$ cat src/dsc_pkg.sv
// Contract
// - session enable and bank select bits are writable at any time
// - forced trigger write accepted only while armed; bit always reads as zero
// - halt route and break-on-final bits writable only while disarmed
// - session enable self-clears at trace completion or on reaching Final State untraced
// - setting session enable moves the sequencer into State1
// - forced trigger one jumps to Final State; zero does nothing
// - no tracing when trace request enable is clear
// - forced trigger ignored once begin-aligned tracing has started
// - while secured, tracing disabled; forced trigger never starts tracing
// - halt route set: halt if controller enabled, else software interrupt
// - halt route clear: software interrupt unless background active
// - break-on-final requests breakpoint at Final State, after trace if tracing
// - bank select chooses comparator bank in window 0x28 to 0x2f
// - bank select chooses sequencer control a/b/c or match flags at 0x27
// - status register readable anytime, writes ignored
// - trace full set at 64 lines, cleared when session enable written one
// - trace full cleared by power-on reset, not by the ordinary reset
// - state flags: 000 disarmed, 001-011 states, 100 final; arming gives 001; a write clearing session enable leaves the state flags unchanged
// - while armed only enable, trigger and bank select bits are writable
package dsc_pkg;
   localparam logic [31:0] DSC_CTRL_OFS = 32'h0000_0020;
   localparam logic [31:0] DSC_STAT_OFS = 32'h0000_0021;
   localparam logic [31:0] DSC_CTRL_ADDR = {DSC_CTRL_OFS[29:0], 2'h0};
   localparam logic [31:0] DSC_STAT_ADDR = {DSC_STAT_OFS[29:0], 2'h0};
   localparam int DSC_ENA_BIT = 7;
   localparam int DSC_FORCED_TRIGGER_REQUEST_BIT = 6;
   localparam int DSC_ROUTE_BIT = 4;
   localparam int DSC_BRK_BIT = 3;
   localparam int DSC_BANK_LSB = 0;
   localparam int DSC_FULL_BIT = 7;
   localparam logic [7:0] DSC_CTRL_RST = 8'h00;
   localparam logic [6:0] DSC_FULL_LINES = 7'h40;
   localparam logic [1:0] DSC_BANK_NONE = 2'h3;
   typedef enum logic [2:0] {
      DSC_S0 = 3'b000,
      DSC_S1 = 3'b001,
      DSC_S2 = 3'b010,
      DSC_S3 = 3'b011,
      DSC_SF = 3'b100
   } dsc_state_t;
endpackage

$ cat src/dsc_debug_ctrl.sv
module dsc_debug_ctrl
   import dsc_pkg::*;
(
   input wire logic mclk, // 200 MHz clock
   input wire logic reset_n, // any reset, active low
   input wire logic porReset_n, // power-on reset, active low
   input wire logic hsel, // ahb select
   input wire logic [31:0] haddr, // ahb address
   input wire logic [1:0] htrans, // ahb transfer type
   input wire logic hwrite, // ahb write
   input wire logic [2:0] hsize, // ahb size
   input wire logic [31:0] hwdata, // ahb write data
   input wire logic hready, // ahb ready in
   output logic [31:0] hrdata, // ahb read data
   output logic hreadyout, // ahb ready out
   output logic hresp, // ahb response
   input wire logic secured, // device secured
   input wire logic traceReqEnable, // trace request enable
   input wire logic triggerAlignBegin, // trigger before storing data
   input wire logic bgCtrlEnable, // background controller enable
   input wire logic bgActive, // background mode active
   input wire logic [2:0] seqNext, // comparator-driven next state
   input wire logic seqAdvance, // take seqNext this cycle
   input wire logic lineStored, // one trace line stored
   input wire logic traceDone, // tracing session complete
   output logic sessionArmed, // session enable
   output logic [1:0] compBank, // bank in window 0x28..0x2f
   output logic [1:0] reg27Sel, // 0..2 seq ctrl a..c, 3 match flags
   output logic traceActive, // tracing in progress
   output logic haltOut, // background halt request
   output logic swiOut // software interrupt request
);
   logic armed_r;
   logic route_r;
   logic brkFinal_r;
   logic [1:0] bank_r;
   dsc_state_t state_r;
   logic full_r;
   logic [6:0] lines_r;
   logic tracing_r;
   logic pendBrk_r;
   logic aPhase_r;
   logic aWrite_r;
   logic [31:0] aAddr_r;
   logic [31:0] rdata_r;
   logic haltReq;
   logic swiReq;
   logic wrCtrl;
   logic armSet;
   logic trigWr;
   logic traceOk;
   logic reachFinal;
   logic brkNow;
   logic endSession;
   logic [7:0] statVal;
   logic [7:0] ctrlVal;

   always_ff @(posedge mclk or negedge reset_n) begin
      if (!reset_n) begin
         aPhase_r <= 1'b0;
         aWrite_r <= 1'b0;
         aAddr_r <= 32'h0000_0000;
      end else if (hready) begin
         aPhase_r <= hsel && htrans[1];
         aWrite_r <= hwrite;
         aAddr_r <= haddr;
      end
   end

   assign wrCtrl = aPhase_r && aWrite_r && aAddr_r == DSC_CTRL_ADDR;
   assign armSet = wrCtrl && hwdata[DSC_ENA_BIT];
   assign traceOk = traceReqEnable && !secured;
   // a forced trigger after begin-aligned tracing started is ignored
   assign trigWr = wrCtrl && hwdata[DSC_FORCED_TRIGGER_REQUEST_BIT] && armed_r
      && !(tracing_r && triggerAlignBegin);
   assign reachFinal = armed_r && state_r != DSC_SF
      && (trigWr || (seqAdvance && seqNext == DSC_SF));
   assign brkNow = (reachFinal && brkFinal_r && !traceOk)
      || (pendBrk_r && traceDone);
   assign endSession = armed_r && ((tracing_r && traceDone)
      || (reachFinal && !traceOk));

   always_ff @(posedge mclk or negedge reset_n) begin
      if (!reset_n) begin
         armed_r <= DSC_CTRL_RST[DSC_ENA_BIT];
         bank_r <= DSC_CTRL_RST[DSC_BANK_LSB +: 2];
      end else if (wrCtrl) begin
         // a session ending in the same cycle wins over the written value
         armed_r <= hwdata[DSC_ENA_BIT] && !endSession;
         bank_r <= hwdata[DSC_BANK_LSB +: 2];
      end else if (endSession) begin
         armed_r <= 1'b0;
      end
   end

   always_ff @(posedge mclk or negedge reset_n) begin
      if (!reset_n) begin
         route_r <= DSC_CTRL_RST[DSC_ROUTE_BIT];
         brkFinal_r <= DSC_CTRL_RST[DSC_BRK_BIT];
      end else if (wrCtrl && !armed_r) begin
         route_r <= hwdata[DSC_ROUTE_BIT];
         brkFinal_r <= hwdata[DSC_BRK_BIT];
      end
   end

   always_ff @(posedge mclk or negedge reset_n) begin
      if (!reset_n) begin
         state_r <= DSC_S0;
      end else if (armSet && !armed_r) begin
         state_r <= DSC_S1;
      end else if (endSession) begin
         state_r <= DSC_S0;
      end else if (reachFinal) begin
         state_r <= DSC_SF;
      end else if (armed_r && seqAdvance && state_r != DSC_SF) begin
         unique case (seqNext)
            3'b001: state_r <= DSC_S1;
            3'b010: state_r <= DSC_S2;
            3'b011: state_r <= DSC_S3;
            default: state_r <= state_r;
         endcase
      end
   end

   always_ff @(posedge mclk or negedge reset_n) begin
      if (!reset_n) begin
         tracing_r <= 1'b0;
         pendBrk_r <= 1'b0;
      end else if (armSet && !armed_r) begin
         tracing_r <= 1'b0;
         pendBrk_r <= 1'b0;
      end else if (tracing_r && traceDone) begin
         tracing_r <= 1'b0;
         pendBrk_r <= 1'b0;
      end else if (reachFinal && traceOk) begin
         tracing_r <= 1'b1;
         pendBrk_r <= brkFinal_r || trigWr;
      end
   end

   always_ff @(posedge mclk or negedge porReset_n) begin
      if (!porReset_n) begin
         full_r <= 1'b0;
         lines_r <= 7'h00;
      end else if (armSet) begin
         full_r <= 1'b0;
         lines_r <= 7'h00;
      end else if (lineStored && tracing_r && !full_r) begin
         lines_r <= lines_r + 7'h01;
         full_r <= lines_r + 7'h01 >= DSC_FULL_LINES;
      end
   end

   dsc_break_route uRoute (
      .breakReq(brkNow),
      .haltRoute(route_r),
      .bgEnable(bgCtrlEnable),
      .bgActive(bgActive),
      .haltReq(haltReq),
      .swiReq(swiReq)
   );

   // trigger and unused bits read zero
   assign ctrlVal = {armed_r, 2'b00, route_r, brkFinal_r, 1'b0,
      bank_r};
   assign statVal = {full_r, 4'h0, state_r};

   always_ff @(posedge mclk or negedge reset_n) begin
      if (!reset_n) begin
         rdata_r <= 32'h0000_0000;
      end else if (hready && hsel && htrans[1] && !hwrite) begin
         if (haddr == DSC_CTRL_ADDR) begin
            rdata_r <= {24'h000000, ctrlVal};
         end else if (haddr == DSC_STAT_ADDR) begin
            rdata_r <= {24'h000000, statVal};
         end else begin
            rdata_r <= 32'h0000_0000;
         end
      end
   end

   always_ff @(posedge mclk or negedge reset_n) begin
      if (!reset_n) begin
         sessionArmed <= 1'b0;
         compBank <= 2'h0;
         reg27Sel <= 2'h0;
         traceActive <= 1'b0;
         haltOut <= 1'b0;
         swiOut <= 1'b0;
      end else begin
         sessionArmed <= armed_r;
         compBank <= bank_r;
         reg27Sel <= bank_r;
         traceActive <= tracing_r;
         haltOut <= haltReq;
         swiOut <= swiReq;
      end
   end

   assign hrdata = rdata_r;
   assign hreadyout = 1'b1;
   assign hresp = 1'b0;
endmodule

$ cat src/dsc_break_route.sv
module dsc_break_route
   import dsc_pkg::*;
(
   input wire logic breakReq, // breakpoint request
   input wire logic haltRoute, // halt route select
   input wire logic bgEnable, // background controller enabled
   input wire logic bgActive, // background mode active
   output logic haltReq, // to background halt
   output logic swiReq // to software interrupt trap
);
   always_comb begin
      haltReq = 1'b0;
      swiReq = 1'b0;
      if (breakReq && !bgActive) begin
         if (haltRoute && bgEnable) begin
            haltReq = 1'b1;
         end else begin
            swiReq = 1'b1;
         end
      end
   end
endmodule

$ cat config.mk
export PLATFORM = sky130hd
export DESIGN_NAME = dsc_debug_ctrl
export DESIGN_NICKNAME = d
export VERILOG_FILES = /design/src/dsc_pkg.sv /design/src/dsc_debug_ctrl.sv /design/src/dsc_break_route.sv
export SDC_FILE = /design/constraint.sdc
export NUM_CORES = 1
export LEC_CHECK = 0
export BUFFER_PORTS_ARGS = -buffer_cell sky130_fd_sc_hd__buf_2
export CORE_UTILIZATION = 48
export DETAILED_ROUTE_END_ITERATION = 6
export GPL_TIMING_DRIVEN = 0
export PLACE_DENSITY_LB_ADDON = 0.05
export SLEW_MARGIN = 20
export SYNTH_ARGS = -nofsm -noshare
export SYNTH_HDL_FRONTEND = slang
export SYNTH_SLANG_ARGS = --single-unit
$ cat constraint.sdc
create_clock -name mclk -period 2.6 [get_ports mclk]
set_input_delay 0.52 -clock mclk [delete_from_list [all_inputs] [get_ports mclk]]
set_output_delay 0.52 -clock mclk [all_outputs]
set_load 0.01 [all_outputs]
==> results_dict.tcl <==
set metrics [dict create \
    status "finished clean" \
    path_clk_slew_ns 0.06 \
    drc 0 \
    grt_use_total_pct 19.5 \
    yosysWarnings 0 \
    setup_viol 0 \
    fin_crit_ns 2.10 \
    n_antenna_cell 0 \
    cts_buffers 9 \
    syn_area_per_cell_um2 11.8 \
    layout-drive-gt1-share_pct 43.5 \
    routedWlPerCell_um 13.0 \
    maxCapViolCount 0 \
    synthArstFlopShare_pct 100 \
    root_buffer "clkbuf_8" \
    ys_seq_area_share_pct 52.1 \
    slew_violations 0 \
    clockBufferDepth 2 \
    layout_commonest_cell "buf_2" \
    layout_common_cells "buf_2, dfrtp_1, mux2_2" \
    cts-htree-levels 3 \
    synth_cells 257 \
    ctsResizeCount 0 \
    post_cts_buffers 0 \
    finalPower_mw 2.13 \
    synth_top_flop_cell "dfrtp_1" \
    first_iter_violations 70 \
    powerDensity_mw_per_mm2 576 \
    rsz0062_at_grt "no" \
    synth_enable_flop_cells 0 \
    reg2reg_slack_ns 0.50 \
    dp_hpwl_um 4370 \
    cts_tree "done" \
    num-fill-cells 531 \
    place_congestion 0.779 \
    clock_latency_ns 0.32 \
    synth_area_mm2 0.00303 \
    ant_nets 0 \
    initial_core_util_pct 50.5 \
    worstHoldPathType "in2async" \
    fin_nets 448 \
    cp-start-kind "register" \
    leakagePower_nw 1.79 \
    num_vias 2159 \
    grt_pass1_vias 2074 \
    fin_setup_tns_ns 0 \
    core-area_mm2 0.00599 \
    routed_wl_um 5710 \
    postCtsHoldBufs 0 \
    via_per_inst 4.93 \
    crit_arrival_ns 2.30 \
    grt_max_degree 57 \
    finalCritPeriodShare_pct 80.7 \
    dp.cells 425 \
    crit_fanout 6 \
    drt-pass1-iter-count 4 \
    die_h_um 81.4 \
    area_growth_pct 22.5 \
    cts.sinks 63 \
    skew_ns 0.0102 \
    antenna_found_initial 0 \
    path_class "reg2reg" \
    relSlewSlack_pct 39.3 \
    grt_pass1_wl_um 9640 \
    timing.fmax_mhz 477 \
    synth.ff_latch_count 63 \
    ys_types 50 \
    std_cell_rows 28 \
    die_w_um 81.4 \
    fin_cells 438 \
    numPortBuffers 67 \
    tightest_slew_ns 0.898 \
    worst_setup_path_end_kind "register" \
    io_pins 128 \
    peakVddDrop_mv 0.348 \
    hold_violations 0 \
    gr-total-overflow 0 \
    required_ns 2.80 \
    whs_ns 0.0196 \
    die_area_mm2 0.00662 \
]
-- stage by stage --
| stage | setup WS [ns] | utilization [%] | area, um^2 |
|---|---|---|---|
| final | 0.503 | 61.9 | 3710 |
| after global routing | 0.329 | 61.9 | 3710 |
| after floorplan | 0.669 | - | 3120 |
| after global placement | 0.377 | 59.3 | 3550 |
| after detailed placement | 0.384 | 59.3 | 3550 |
| after CTS | 0.459 | 61.9 | 3710 |
-- worst paths after layout --
check	start	endpoint	cells after the start
setup / recovery	aAddr_r[19]	brkFinal_r	6
hold / removal	porReset_n	lines_r[4]	1
max in group asynchronous	reset_n	aAddr_r[26]	1
hold reg to reg	armed_r	sessionArmed	0
setup reg to reg	aAddr_r[19]	brkFinal_r	6
min in group mclk	armed_r	sessionArmed	0
-- cell type report --
cell class / instances / area [um^2] / area share [%]
flip-flops and latches: 63 / 1580 / 42.5
multi-input cells: 179 / 1280 / 34.5
repair buffers: 67 / 338 / 9.12
plain buffers: 37 / 254 / 6.85
clock buffers: 11 / 141 / 3.82
well taps: 75 / 93.8 / 2.53
inverters: 4 / 15.0 / 0.405
clock inverters: 2 / 10.0 / 0.270
-- state kept, by name (all words and copies together), names as in the netlist, 2 cells and up --
signal / count
lines_r: 6
bank_r: 2
reg27Sel: 2
state_r: 3
hrdata: 6
aAddr_r: 32
-- synth_stat cells, types with 2 or more instances --
master	n	area (um^2)
or3b_2	2	17.5
nor4_2	5	62.6
xor2_1	2	17.5
inv_1	4	15.0
a211oi_1	2	15.0
conb_1	2	7.51
buf_1	3	11.3
nor4b_1	2	17.5
buf_4	30	225
clkbuf_1	2	7.51
or4_1	2	15.0
buf_2	2	10.0
nor2_1	12	45.0
mux2_2	36	405
nor4_1	8	50.1
dfrtp_1	63	1580
a21oi_1	4	20.0
xnor2_1	3	26.3
nand3_1	7	35.0
nor3_1	3	15.0
nor4bb_1	3	30.0
nand2_1	17	63.8
o21ai_0	8	40.0
mux2i_1	3	30.0
nand4b_1	2	17.5
nand2b_1	4	25.0
a22o_1	3	26.3
-- logic make-up after synthesis --
kind of cell | synth area share [%]
multiplexers | 14.8
adder cells (fa/ha/maj) | 0.413
AO/OA/AOI/OAI | 5.63
AND/OR/NAND/NOR | 16.5
other | 0.248
buffers and inverters | 8.89
XOR/XNOR | 1.45
flip-flops | 52.1
-- where the power goes --
part	internal [mW]	leakage (nW)	switching, mW
sequential	1.07	0.784	0.0582
clock	0.353	0.0809	0.333
combinational	0.169	0.923	0.148
-- metal layers --
metal	routed length, um	vias up	track usage (%)
met4	41	0	6.96
met2	2720	69	30.3
met1	2620	1016	26.4
met3	323	4	4.49
li1	-	1070	-
met5	0	-	0
-- worst max-delay path, stage by stage (launching register included) --
cell     delay [ns]
dfrtp_1        0.39
nor4_2         0.33
nand4_2        0.23
or3_1          0.40
buf_2          0.18
nor2_2         0.12
mux2_2         0.34
Power figures use the tool's default switching activity.
